**config.mk**
```make
export PLATFORM = sky130hd
export DESIGN_NAME = aspm_partition_ctrl
export DESIGN_NICKNAME = d
export VERILOG_FILES = /design/src/rtl/aspm_pkg.sv /design/src/rtl/persist_if.sv /design/src/rtl/persist_timer.sv /design/src/rtl/aspm_partition_ctrl.sv
export SDC_FILE = /design/constraint.sdc
export NUM_CORES = 1
export LEC_CHECK = 0
export BUFFER_PORTS_ARGS = -buffer_cell sky130_fd_sc_hd__clkbuf_2
export CAP_MARGIN = 25
export CORE_MARGIN = 2
export CORE_UTILIZATION = 53
export CTS_CLUSTER_SIZE = 20
export DETAILED_ROUTE_END_ITERATION = 8
export PLACE_DENSITY = 0.81
export REMOVE_ABC_BUFFERS = 1
export SYNTH_ARGS = -nofsm -noshare
export SYNTH_HDL_FRONTEND = slang
export SYNTH_SLANG_ARGS = --single-unit
```
**constraint.sdc**
```tcl
create_clock -name clk -period 2.5 [get_ports clk]
set_clock_uncertainty 0.2 [all_clocks]
set_input_delay 0.625 -clock clk [delete_from_list [all_inputs] [get_ports clk]]
set_output_delay 0.625 -clock clk [all_outputs]
set_load 0.02 [all_outputs]
```
**src/rtl/aspm_pkg.sv**
```systemverilog
// shared types and constants for link power state control
package aspm_pkg;

  // ****************************************************************
  // clock and persistence intervals
  // ****************************************************************
  localparam int CLK_PERIOD_NS = 100;
  localparam int L0S_PERSIST_NS = 7000;
  localparam int L1_PERSIST_NS = 1000000;
  // least times round up
  localparam int L0S_PERSIST_CYC = (L0S_PERSIST_NS + CLK_PERIOD_NS - 1) / CLK_PERIOD_NS;
  localparam int L1_PERSIST_CYC = (L1_PERSIST_NS + CLK_PERIOD_NS - 1) / CLK_PERIOD_NS;

  // ****************************************************************
  // link control enable field
  // ****************************************************************
  localparam int ASPM_W = 2;
  localparam int ASPM_L0S_BIT = 0;
  localparam int ASPM_L1_BIT = 1;

  // ****************************************************************
  // training state codes and link power states
  // ****************************************************************
  typedef enum logic [3:0] {
    LTSSM_DETECT,
    LTSSM_POLLING,
    LTSSM_CONFIG,
    LTSSM_L0,
    LTSSM_RECOVERY,
    LTSSM_DISABLED,
    LTSSM_LOOPBACK,
    LTSSM_HOT_RESET
  } ltssm_t;

  typedef enum logic [2:0] {
    LINK_DOWN,
    LINK_L0,
    LINK_L1_REQ,
    LINK_L1_ACK,
    LINK_L1,
    LINK_L23_READY
  } link_state_t;

endpackage : aspm_pkg

```
**src/rtl/persist_if.sv**
```systemverilog
// carrier between a port controller and its persistence timer
`timescale 1ns/1ps
interface persist_if;
  logic run;
  logic done;
  modport timer (input run, output done);
  modport user (output run, input done);
endinterface : persist_if

```
**src/rtl/persist_timer.sv**
```systemverilog
// persistence timer: done once run has held for count cycles
`timescale 1ns/1ps
module persist_timer #(
  parameter int COUNT = 70
) (
  input wire logic clk,
  input wire logic arst_n,
  persist_if.timer tmr
);

  localparam int W = $clog2(COUNT + 1);

  initial begin
    if (COUNT < 1) begin
      $error("persist_timer: COUNT must be at least 1");
    end
  end

  logic [W-1:0] count;

  // ****************************************************************
  // count while held, restart on any drop
  // ****************************************************************
  always_ff @(posedge clk or negedge arst_n) begin
    if (!arst_n) begin
      count <= '0;
    end else if (!tmr.run) begin
      count <= '0;
    end else if (count != W'(COUNT)) begin
      count <= count + W'(1);
    end
  end

  assign tmr.done = tmr.run && (count == W'(COUNT));

endmodule : persist_timer

```
**src/rtl/aspm_partition_ctrl.sv**
```systemverilog
// active state link power control for the ports of one switch partition
`timescale 1ns/1ps
module aspm_partition_ctrl #(
  parameter int NUM_DSP = 3,
  parameter int L0S_PERSIST_CYCLES = aspm_pkg::L0S_PERSIST_CYC,
  parameter int L1_PERSIST_CYCLES = aspm_pkg::L1_PERSIST_CYC
) (
  input wire logic clk,
  input wire logic arst_n,
  input wire logic [aspm_pkg::ASPM_W-1:0] link_control_reg [NUM_DSP+1],
  input aspm_pkg::ltssm_t ltssm_state [NUM_DSP+1],
  input wire logic [NUM_DSP:0] function_sleep_state,
  input wire logic [NUM_DSP:0] tlp_pending,
  input wire logic [NUM_DSP:0] tlp_scheduled,
  input wire logic [NUM_DSP:0] dllp_pending,
  input wire logic [NUM_DSP:0] dllp_scheduled,
  input wire logic [NUM_DSP:0] ack_nak_pending,
  input wire logic [NUM_DSP:0] fc_credit_avail,
  input wire logic usp_max_credits,
  input wire logic usp_replay_empty,
  input wire logic usp_rx_idle,
  input wire logic [NUM_DSP:0] rx_l0s_entry,
  input wire logic [NUM_DSP:0] rx_l0s_exit,
  input wire logic usp_l1_ack_rx,
  input wire logic usp_l1_nak_rx,
  input wire logic [NUM_DSP:0] partner_l1_req,
  input wire logic [NUM_DSP:0] partner_eidle,
  input wire logic [NUM_DSP:0] turn_off_acked,
  output aspm_pkg::link_state_t link_state [NUM_DSP+1],
  output logic [NUM_DSP:0] link_up,
  output logic [NUM_DSP:0] tx_l0s,
  output logic [NUM_DSP:0] rx_l0s,
  output logic [NUM_DSP:0] tx_l0s_leave,
  output logic [NUM_DSP:0] l1_leave,
  output logic [NUM_DSP:0] send_pm_ack,
  output logic [NUM_DSP:0] send_aspm_nak,
  output logic [NUM_DSP:0] traffic_hold
);

  localparam int NP = NUM_DSP + 1;
  localparam int USP = 0;

  initial begin
    if (NUM_DSP < 1) begin
      $error("aspm_partition_ctrl: NUM_DSP must be at least 1");
    end
    if (L0S_PERSIST_CYCLES < 1 || L1_PERSIST_CYCLES < 1) begin
      $error("aspm_partition_ctrl: persistence counts must be at least 1");
    end
  end

  // ****************************************************************
  // decoders
  // ****************************************************************
  function automatic logic is_link_down(input aspm_pkg::ltssm_t st);
    case (st)
      aspm_pkg::LTSSM_DETECT,
      aspm_pkg::LTSSM_POLLING,
      aspm_pkg::LTSSM_CONFIG,
      aspm_pkg::LTSSM_DISABLED,
      aspm_pkg::LTSSM_LOOPBACK,
      aspm_pkg::LTSSM_HOT_RESET: is_link_down = 1'b1;
      default: is_link_down = 1'b0;
    endcase
  endfunction : is_link_down

  function automatic logic is_active_state(input aspm_pkg::link_state_t st);
    is_active_state = (st == aspm_pkg::LINK_L0);
  endfunction : is_active_state

  // ****************************************************************
  // partition wide terms
  // ****************************************************************
  logic [NP-1:0] down;
  logic [NP-1:0] en_l0s;
  logic [NP-1:0] en_l1;
  logic [NP-1:0] dsp_quiet_l0s;
  logic [NP-1:0] dsp_quiet_l1;
  logic all_dsp_rx_l0s;
  logic all_dsp_l1;
  logic any_dsp_l0s_leave;
  logic any_dsp_l1_leave;
  logic [NP-1:0] l0s_cond;
  logic [NP-1:0] l0s_go;
  logic [NP-1:0] l0s_exit;
  logic [NP-1:0] l1_exit;
  logic usp_l1_cond;

  genvar gi;
  generate
    for (gi = 0; gi < NP; gi++) begin : g_dec
      assign down[gi] = is_link_down(ltssm_state[gi]);
      assign en_l0s[gi] = link_control_reg[gi][aspm_pkg::ASPM_L0S_BIT];
      assign en_l1[gi] = link_control_reg[gi][aspm_pkg::ASPM_L1_BIT];
      if (gi == USP) begin : g_u
        assign dsp_quiet_l0s[gi] = 1'b1;
        assign dsp_quiet_l1[gi] = 1'b1;
      end else begin : g_d
        // sleeping or down downstream ports are left out
        assign dsp_quiet_l0s[gi] = function_sleep_state[gi] || down[gi] || rx_l0s[gi];
        assign dsp_quiet_l1[gi] = function_sleep_state[gi] || down[gi] ||
                                  (link_state[gi] == aspm_pkg::LINK_L1);
      end
    end
  endgenerate

  assign all_dsp_rx_l0s = &dsp_quiet_l0s;
  assign all_dsp_l1 = &dsp_quiet_l1;
  assign any_dsp_l0s_leave = |tx_l0s_leave[NP-1:1];
  assign any_dsp_l1_leave = |l1_leave[NP-1:1];

  // ****************************************************************
  // transmit L0s entry and exit terms and L1 exit terms
  // ****************************************************************
  generate
    for (gi = 0; gi < NP; gi++) begin : g_l0s
      logic idle_tx;
      assign idle_tx = (!tlp_pending[gi] || !fc_credit_avail[gi]) && !dllp_pending[gi];
      if (gi == USP) begin : g_u
        assign l0s_cond[gi] = en_l0s[gi] && all_dsp_rx_l0s && idle_tx &&
                              is_active_state(link_state[gi]) && !tx_l0s[gi];
        assign l0s_exit[gi] = tlp_scheduled[gi] || dllp_scheduled[gi] ||
                              any_dsp_l0s_leave;
        assign l1_exit[gi] = tlp_scheduled[gi] || any_dsp_l1_leave;
      end else begin : g_d
        assign l0s_cond[gi] = en_l0s[gi] && rx_l0s[USP] && idle_tx &&
                              is_active_state(link_state[gi]) && !tx_l0s[gi];
        assign l0s_exit[gi] = tlp_scheduled[gi] || dllp_scheduled[gi] ||
                              tx_l0s_leave[USP];
        assign l1_exit[gi] = tlp_scheduled[gi] || l1_leave[USP];
      end

      persist_if l0s_tmr ();
      assign l0s_tmr.run = l0s_cond[gi];
      assign l0s_go[gi] = l0s_tmr.done;
      persist_timer #(
        .COUNT(L0S_PERSIST_CYCLES)
      ) u_l0s_timer (
        .clk(clk),
        .arst_n(arst_n),
        .tmr(l0s_tmr)
      );
    end
  endgenerate

  // ****************************************************************
  // upstream L1 request persistence
  // ****************************************************************
  logic usp_l1_go;
  persist_if l1_tmr ();

  assign usp_l1_cond = en_l1[USP] && all_dsp_l1 && !tlp_pending[USP] &&
                       usp_replay_empty && !dllp_pending[USP] && usp_rx_idle &&
                       usp_max_credits &&
                       is_active_state(link_state[USP]);
  assign l1_tmr.run = usp_l1_cond;
  assign usp_l1_go = l1_tmr.done;

  persist_timer #(
    .COUNT(L1_PERSIST_CYCLES)
  ) u_l1_timer (
    .clk(clk),
    .arst_n(arst_n),
    .tmr(l1_tmr)
  );

  // ****************************************************************
  // receive L0s follows the partner
  // ****************************************************************
  always_ff @(posedge clk or negedge arst_n) begin
    if (!arst_n) begin
      rx_l0s <= '0;
    end else begin
      for (int i = 0; i < NP; i++) begin
        if (down[i] || rx_l0s_exit[i]) begin
          rx_l0s[i] <= 1'b0;
        end else if (rx_l0s_entry[i]) begin
          rx_l0s[i] <= 1'b1;
        end
      end
    end
  end

  // ****************************************************************
  // transmit L0s state
  // ****************************************************************
  always_ff @(posedge clk or negedge arst_n) begin
    if (!arst_n) begin
      tx_l0s <= '0;
      tx_l0s_leave <= '0;
    end else begin
      for (int i = 0; i < NP; i++) begin
        tx_l0s_leave[i] <= 1'b0;
        if (down[i] || !is_active_state(link_state[i])) begin
          tx_l0s[i] <= 1'b0;
        end else if (tx_l0s[i] && l0s_exit[i]) begin
          tx_l0s[i] <= 1'b0;
          tx_l0s_leave[i] <= 1'b1;
        end else if (l0s_go[i]) begin
          tx_l0s[i] <= 1'b1;
        end
      end
      if (link_state[USP] == aspm_pkg::LINK_L1_REQ && usp_l1_nak_rx && en_l0s[USP]) begin
        tx_l0s[USP] <= 1'b1;
      end
    end
  end

  // ****************************************************************
  // link power state per port, upstream port forced to request L1 while its function sleeps and held in L1 once acked until it wakes or a turn off is acked
  // ****************************************************************
  logic [NP-1:0] nak_done;

  always_ff @(posedge clk or negedge arst_n) begin
    if (!arst_n) begin
      for (int i = 0; i < NP; i++) begin
        link_state[i] <= aspm_pkg::LINK_DOWN;
      end
      l1_leave <= '0;
      send_pm_ack <= '0;
      send_aspm_nak <= '0;
      nak_done <= '0;
    end else begin
      for (int i = 0; i < NP; i++) begin
        l1_leave[i] <= 1'b0;
        send_aspm_nak[i] <= 1'b0;
        if (!partner_l1_req[i]) begin
          nak_done[i] <= 1'b0;
        end
        if (down[i]) begin
          link_state[i] <= aspm_pkg::LINK_DOWN;
          send_pm_ack[i] <= 1'b0;
        end else begin
          case (link_state[i])
            aspm_pkg::LINK_DOWN: begin
              link_state[i] <= aspm_pkg::LINK_L0;
            end
            aspm_pkg::LINK_L0: begin
              if (turn_off_acked[i]) begin
                link_state[i] <= aspm_pkg::LINK_L23_READY;
              end else if (i == USP) begin
                if (usp_l1_go || function_sleep_state[USP]) begin
                  link_state[i] <= aspm_pkg::LINK_L1_REQ;
                end
              end else if (partner_l1_req[i] && !nak_done[i]) begin
                if (en_l1[i] && !tlp_pending[i] && !ack_nak_pending[i]) begin
                  link_state[i] <= aspm_pkg::LINK_L1_ACK;
                  send_pm_ack[i] <= 1'b1;
                end else begin
                  send_aspm_nak[i] <= 1'b1;
                  nak_done[i] <= 1'b1;
                end
              end
            end
            aspm_pkg::LINK_L1_REQ: begin
              if (usp_l1_ack_rx) begin
                link_state[i] <= aspm_pkg::LINK_L1;
              end else if (usp_l1_nak_rx) begin
                link_state[i] <= aspm_pkg::LINK_L0;
              end
            end
            aspm_pkg::LINK_L1_ACK: begin
              if (partner_eidle[i]) begin
                link_state[i] <= aspm_pkg::LINK_L1;
                send_pm_ack[i] <= 1'b0;
              end
            end
            aspm_pkg::LINK_L1: begin
              if (turn_off_acked[i]) begin
                link_state[i] <= aspm_pkg::LINK_L23_READY;
              end else if (l1_exit[i] && !(i == USP && function_sleep_state[USP])) begin
                link_state[i] <= aspm_pkg::LINK_L0;
                l1_leave[i] <= 1'b1;
              end
            end
            aspm_pkg::LINK_L23_READY: begin
              link_state[i] <= aspm_pkg::LINK_L23_READY;
            end
            default: begin
              link_state[i] <= aspm_pkg::LINK_DOWN;
            end
          endcase
        end
      end
    end
  end

  // ****************************************************************
  // link up and traffic hold flags
  // ****************************************************************
  always_ff @(posedge clk or negedge arst_n) begin
    if (!arst_n) begin
      link_up <= '0;
      traffic_hold <= '0;
    end else begin
      for (int i = 0; i < NP; i++) begin
        link_up[i] <= !down[i];
        traffic_hold[i] <= !down[i] && (link_state[i] == aspm_pkg::LINK_L23_READY);
      end
    end
  end

endmodule : aspm_partition_ctrl

```
# Word level (Yosys, flattened, before mapping)
# Index checks and enable logic that the tools add are counted.
[totals]
ff_bits = 88
latch_bits = 0
ram_bits = 0
romBits = 0
elab_cells = 415
n_memories = 0
[op_classes]
n_addsub = 5
multipliers = 0
div_mod_pow = 0
order_cmp = 0
n_eq_ne = 83
n_shift = 0
mux = 146
bitwise = 0
reduce_logical = 154
[op_table]
columns = ["cell", "n"]
rows = [
  ["$mux W1", 100],
  ["$mux W3", 29],
  ["$pmux W3 S6", 4],
  ["$mux W7", 8],
  ["$logic_and A1 B1 Y1", 52],
  ["$eq A4 B3 Y1 const B", 12],
  ["$logic_or A1 B1 Y1", 34],
  ["$ne A4 B4 Y1 const B", 8],
  ["$logic_not A1 Y1", 31],
  ["$reduce_and A5 Y1", 6],
  ["$add A7 B1 Y7 const B", 4],
  ["$eq A7 B7 Y1 const B", 4],
  ["$mux W14", 2],
  ["$ne A4 B3 Y1 const B", 7],
  ["$ne A7 B7 Y1 const B", 4],
  ["$eq A3 B2 Y1 const B", 8],
  ["$eq A3 B3 Y1 const B", 8],
  ["$reduce_or A6 Y1", 4],
  ["$ne A3 B3 Y1 const B", 7],
  ["$ne A3 B2 Y1 const B", 6],
  ["$reduce_bool A3 Y1", 6],
  ["$eq A4 B1 Y1 const B", 4],
  ["$eq A4 B2 Y1 const B", 4],
  ["$logic_not A4 Y1", 4],
  ["other kinds (13)", 32],
]

# Longest topological paths before layout
[depth]
word_depth = 19
depth_mapped = 8
ltp_nobuf = 8

# Modules after synthesis
# A second synthesis with hierarchy kept.
[hier_totals]
hier_cells = 506
hier_area_um2 = 4864.7
[by_module_without_submodules]
columns = ["module", "n_inst", "cells_each", "area_per_inst_um2", "seq_area_each_um2"]
rows = [
  ["aspm_partition_ctrl", 1, 265, 2503.7, 1126.1],
  ["persist_timer (g_l0s[0].u_l0s_timer ...)", 3, 40, 394.1, 175.2],
  ["persist_timer (u_l1_timer)", 1, 83, 783.3, 350.3],
  ["persist_timer (g_l0s[3].u_l0s_timer)", 1, 38, 395.4, 175.2],
]

# Worst setup path after synthesis
# No wires, ideal clock.
[synth_timing]
kind = "input to register"
startpoint = "input port ltssm_state[4] (netlist name)"
endpoint = "register link_state[9] (netlist name)"
setup_ns = 0.128
arrival_ns = 2.189
required_ns = 2.172
setup_slack_ns = -0.016
stages = 7
n_path_buf = 0
cell_sequence = "nor2b_2 > a221oi_4 > inv_2 > a22oi_2 > o211ai_2 > a211oi_1 > mux2_1"
[synth_between]
elab_chain_cells = 17
elab_cells_between_ends = 22
[synth_rtl]
columns = ["element", "line_no", "source"]
rows = [
  ["start: declaration", "aspm_partition_ctrl.sv:11", "input aspm_pkg::ltssm_t ltssm_state [NUM_DSP+1],"],
  ["$eq A4 B1 Y1, or another cell as far along", "aspm_partition_ctrl.sv:56", "case (st)"],
  ["$reduce_or A6 Y1 *", "aspm_partition_ctrl.sv:56", ""],
  ["$mux W1 *", "aspm_partition_ctrl.sv:56", ""],
  ["$logic_or A1 B1 Y1 * (2 in series)", "aspm_partition_ctrl.sv:101", "assign dsp_quiet_l1[gi] = function_sleep_state[gi] || down[gi] ||"],
  ["$reduce_and A3 Y1 *", "aspm_partition_ctrl.sv:108", "assign all_dsp_l1 = &dsp_quiet_l1;"],
  ["$logic_and A1 B1 Y1 * (3 in series)", "aspm_partition_ctrl.sv:152", "assign usp_l1_cond = en_l1[USP] && all_dsp_l1 && !tlp_pending[USP] &&"],
  ["$logic_and A1 B1 Y1 * (3 in series)", "aspm_partition_ctrl.sv:153", "usp_replay_empty && !dllp_pending[USP] && usp_rx_idle &&"],
  ["$logic_and A1 B1 Y1 *", "aspm_partition_ctrl.sv:154", "usp_max_credits &&"],
  ["$logic_and A1 B1 Y1 *", "persist_timer.sv:34", "assign tmr.done = tmr.run && (count == W'(COUNT));"],
  ["$logic_or A1 B1 Y1 *", "aspm_partition_ctrl.sv:242", "if (usp_l1_go || function_sleep_state[USP]) begin"],
  ["$ne A4 B3 Y1 (no line) *", "n/a", ""],
  ["$reduce_and A4 Y1 (no line) *", "n/a", ""],
  ["end signal: indexed assignment", "aspm_partition_ctrl.sv:240", "link_state[i] <= aspm_pkg::LINK_L23_READY;"],
  ["end signal: indexed assignment", "aspm_partition_ctrl.sv:243", "link_state[i] <= aspm_pkg::LINK_L1_REQ;"],
  ["end signal: indexed assignment", "aspm_partition_ctrl.sv:247", "link_state[i] <= aspm_pkg::LINK_L1_ACK;"],
  ["end: declaration", "aspm_partition_ctrl.sv:29", "output aspm_pkg::link_state_t link_state [NUM_DSP+1],"],
]
# Every way passes the cells marked *; elsewhere a longest branch is shown, timed or not.
# A chain may end at the register's enable or synchronous reset.

# Worst setup path after layout
[layout_timing]
startpoint = "register link_state[2] (netlist name)"
endpoint = "register link_state[9] (netlist name)"
[layout_between]
elab_chain_cells = 14
[layout_rtl]
columns = ["element", "line_no", "source"]
rows = [
  ["start signal: indexed assignment", "aspm_partition_ctrl.sv:217", "link_state[i] <= aspm_pkg::LINK_DOWN;"],
  ["start signal: indexed assignment", "aspm_partition_ctrl.sv:231", "link_state[i] <= aspm_pkg::LINK_DOWN;"],
  ["start signal: indexed assignment", "aspm_partition_ctrl.sv:236", "link_state[i] <= aspm_pkg::LINK_L0;"],
  ["$eq A3 B3 Y1", "aspm_partition_ctrl.sv:102", "(link_state[gi] == aspm_pkg::LINK_L1);"],
  ["$logic_or A1 B1 Y1", "aspm_partition_ctrl.sv:101", ""],
  ["$reduce_and A3 Y1", "aspm_partition_ctrl.sv:108", ""],
  ["$logic_and A1 B1 Y1 (3 in series)", "aspm_partition_ctrl.sv:152", ""],
  ["$logic_and A1 B1 Y1 (3 in series)", "aspm_partition_ctrl.sv:153", ""],
  ["$logic_and A1 B1 Y1", "aspm_partition_ctrl.sv:154", ""],
  ["$logic_and A1 B1 Y1", "persist_timer.sv:34", ""],
  ["$logic_or A1 B1 Y1", "aspm_partition_ctrl.sv:242", ""],
  ["$ne A4 B3 Y1 (no line)", "n/a", ""],
  ["$reduce_and A4 Y1 (no line)", "n/a", ""],
]
# Every way passes these cells.

==> summary.md <==
| Metric | Value |
|---|---|
| Setup repair bufs after CTS | 0 |
| Reg2Reg Depth | 6 |
| Gr ovfl total | 0 |
| Total core area | about 0.0082 mm2 |
| CTS root buf | clkbuf_8 |
| CP startpoint | link_state[2] |
| Syn-to-layout area delta | 22.3% |
| Setup CP Type | flip-flop to flip-flop |
| Pwr Total | 2.91 mW |
| RR Startpoint | link_state[2] |
| Slew @ Worst Pin | between 600 and 700 ps |
| Total CTS buffers | 9 |
| Layout cells sized above 1 | 0.277 |
| Port buffer count | about 120 |
| PD cells | ~530 mW/mm2 |
| Final Cycle Share | 0.918 |
| Post-layout min period | roughly 2300 ps |
| H-tree levels | 3 |
| Mean Syn Cell Area | 9.50 um2 |
| Commonest non-fill, non-tap cell in the layout | clkbuf_2 |
| Avg WL per Cell | between 15 and 20 um |
| # fillers | roughly 670 |
| RSZ-0062 raised after global routing | false |
| Worst Hold Class | primary input to async pin |
| Largest cells by area after synthesis | dfrtp_1 48%, nor2_1 6.6%, nand3_1 3.2% |
| Drt drc | 0 |
| Async SR Flop Fraction | 1.00 |
| Worst Path Arrival | 2330 ps |
| Synthesized instance count | between 400 and 500 |
| Outcome | completed |
| Mapped cell area | 0.00451 mm2 |
| Top-level I/O count | about 120 |
| Post-synth EDFFs | 0 |
| Die area | about 0.0093 mm2 |
| Worst skew pair latency | 350 ps |
| DR vias/cell | between 5 and 6 |
| Vert. Die Dim | a little under 100 um |
| Total wire length | around 11 mm |
| Synth area leader | dfrtp_1 |
| Worst Path Max Fanout | 9 |
| Slew Limit Fails | 0 |
| Std-Cell Rows | 33 |
| Die width | slightly below 100 um |
| Cts-stage hold buffer count | 0 |
| Endpoints failing hold | 0 |
| Setup slack, reg-to-reg | a little over 200 ps |
| Most frequent cells in the layout | 117 x clkbuf_2, 87 x dfrtp_1, 79 x nor2_1 |
| Fmax | 436 MHz |
| Yosys cell types | 51 |
| Slew HR | 0.569 |
| First-pass GRT wire length | 18.2 mm |
| Final sum of negative setup slack | 0 ps |
| Inst Count DP | approximately 710 |
| Worst EP required | 2540 ps |
| Antenna Cells | 0 |
| Worst setup SP type | flip-flop |
| Initial antenna violation count | 0 |
| Net count reported at finish | 701 |
| CP Capture Type | flip-flop |
| DP HPWL | roughly 8.5 mm |
| Largest net degree at the start of global routing | 35 |
| Gr usage total | 0.253 |
| Main flop type after synthesis | dfrtp_1 |
| Max cap viols | 0 |
| Finish-stage setup viols | 0 |
| CTS tree | yes |
| Routability cong. | 0.883 |
| Clock transition at the registers of the reported paths | ~90 ps |
| Reg-to-reg endpoint | link_state[9] |
| Iteration-0 DRC Markers | about 200 |
| Synth warn | 0 |
| Post-synthesis register bit count | 87 |
| Post-CTS Resized | 0 |
| Starting Density | 0.549 |
| Via count | between 4000 and 5000 |
| Leakage | between 2 and 3 nW |
| Critical path endpoint | link_state[9] |
| DR pass1 iterations | 4 |
| Detail Route Antenna Nets | 0 |
| Clock Sinks | 87 |
| Synth top area share | 0.482 |
| Clock Path Buffers | 2 |
| Register area share after synthesis | 0.482 |
| Final Instance Count excl. Fillers | slightly above 700 |
| Peak supply drop | 0.298 mV |
| Vias in the first global route | between 3000 and 4000 |
==> cell usage after synthesis, types with 3 or more instances <==
| library cell | number |
|---|---|
| dfrtp_1 | 87 |
| nor2_1 | 79 |
| nand3_1 | 29 |
| nor3_1 | 28 |
| nand2_1 | 25 |
| a21oi_1 | 22 |
| o21ai_0 | 17 |
| inv_1 | 15 |
| or3_1 | 13 |
| xnor2_1 | 13 |
| clkbuf_1 | 11 |
| nor4b_1 | 11 |
| xor2_1 | 11 |
| ha_1 | 10 |
| nor3b_1 | 10 |
| and3_1 | 7 |
| nand2b_1 | 7 |
| nand3b_1 | 6 |
| nor2b_1 | 6 |
| nor4_1 | 6 |
| o21a_1 | 6 |
| mux2i_1 | 5 |
| a211oi_1 | 4 |
| o31ai_1 | 4 |
| a2111oi_0 | 3 |
| a221oi_2 | 3 |
| a22oi_1 | 3 |
| or4_1 | 3 |
==> sequential cells by signal, indices dropped and copies added, names as in the netlist <==
| name | flops |
|---|---|
| tx_l0s_leave | 4 |
| nak_done | 3 |
| link_state | 12 |
| link_up | 4 |
| send_pm_ack | 3 |
| g_l0s.u_l0s_timer.count | 28 |
| tx_l0s | 4 |
| send_aspm_nak | 3 |
| rx_l0s | 4 |
| l1_leave | 4 |
| traffic_hold | 4 |
| u_l1_timer.count | 14 |
==> routing by layer <==
metal / wire [um] / up-vias / global-route usage
li1: - / 1965 / -
met1: 4700 / 1941 / 0.340
met2: 5340 / 158 / 0.411
met3: 861 / 13 / 0.0439
met4: 146 / 0 / 0.0927
met5: 0 / - / 0
==> logic make-up (layout without fill, tap and decap cells) <==
logic type / Yosys count / count (layout) / synth area share
fa+ha+maj: 10 / 10 / 0.0277
flops: 87 / 87 / 0.482
buf+inv: 32 / 173 / 0.0288
mux: 8 / 8 / 0.0186
simple gates: 241 / 241 / 0.278
xor+xnor: 24 / 24 / 0.0466
compound gates: 72 / 72 / 0.117
other cells: 1 / 2 / 0.000831
==> worst min-delay path by stage <==
| stage | start | endpoint | slack, ps | depth (start not counted) |
|---|---|---|---|---|
| 2_1_floorplan | arst_n | g_l0s[0].u_l0s_timer.count[0] | 130 | 0 |
| 3_3_place_gp | nak_done[1] | send_aspm_nak[1] | 230 | 1 |
| 3_5_place_dp | nak_done[1] | send_aspm_nak[1] | 240 | 1 |
| 4_1_cts | arst_n | link_up[1] | 30 | 1 |
| 5_1_grt | arst_n | u_l1_timer.count[13] | 50 | 1 |
| 6_report | arst_n | link_up[1] | 20 | 1 |
==> power by group <==
part	internal (mW)	total, mW	switching (mW)
sequential	1.46	1.51	0.0516
combinational	0.228	0.545	0.316
clock	0.358	0.858	0.500
==> critical path, stage by stage (launching register included) <==
cell and delay [ps]:
dfrtp_1 510, nor3b_1 330, nor2_1 120, a22oi_2 260, o211ai_2 150, a211oi_1 270, mux2_1 350
==> cell type report <==
type                    count  area (um2)  area share
clock inverters             6        37.5     0.00680
clock buffers              10         128      0.0231
multi-input cells         357        2210       0.401
inverters                  17        63.8      0.0116
repair buffers            140         771       0.140
flip-flops and latches     87        2180       0.394
well taps                 105         131      0.0238
==> per-stage QoR <==
step	hold WS [ps]	util	setup WS [ps]	cell area [um2]
2_1_floorplan	129	-	-160	4450
3_3_place_gp	233	0.652	-111	5350
3_5_place_dp	240	0.652	-146	5350
4_1_cts	32.4	0.672	217	5520
5_1_grt	48.1	0.672	100	5520
6_report	21.6	0.672	204	5520
Note: power is estimated with default switching activity, not from simulation.
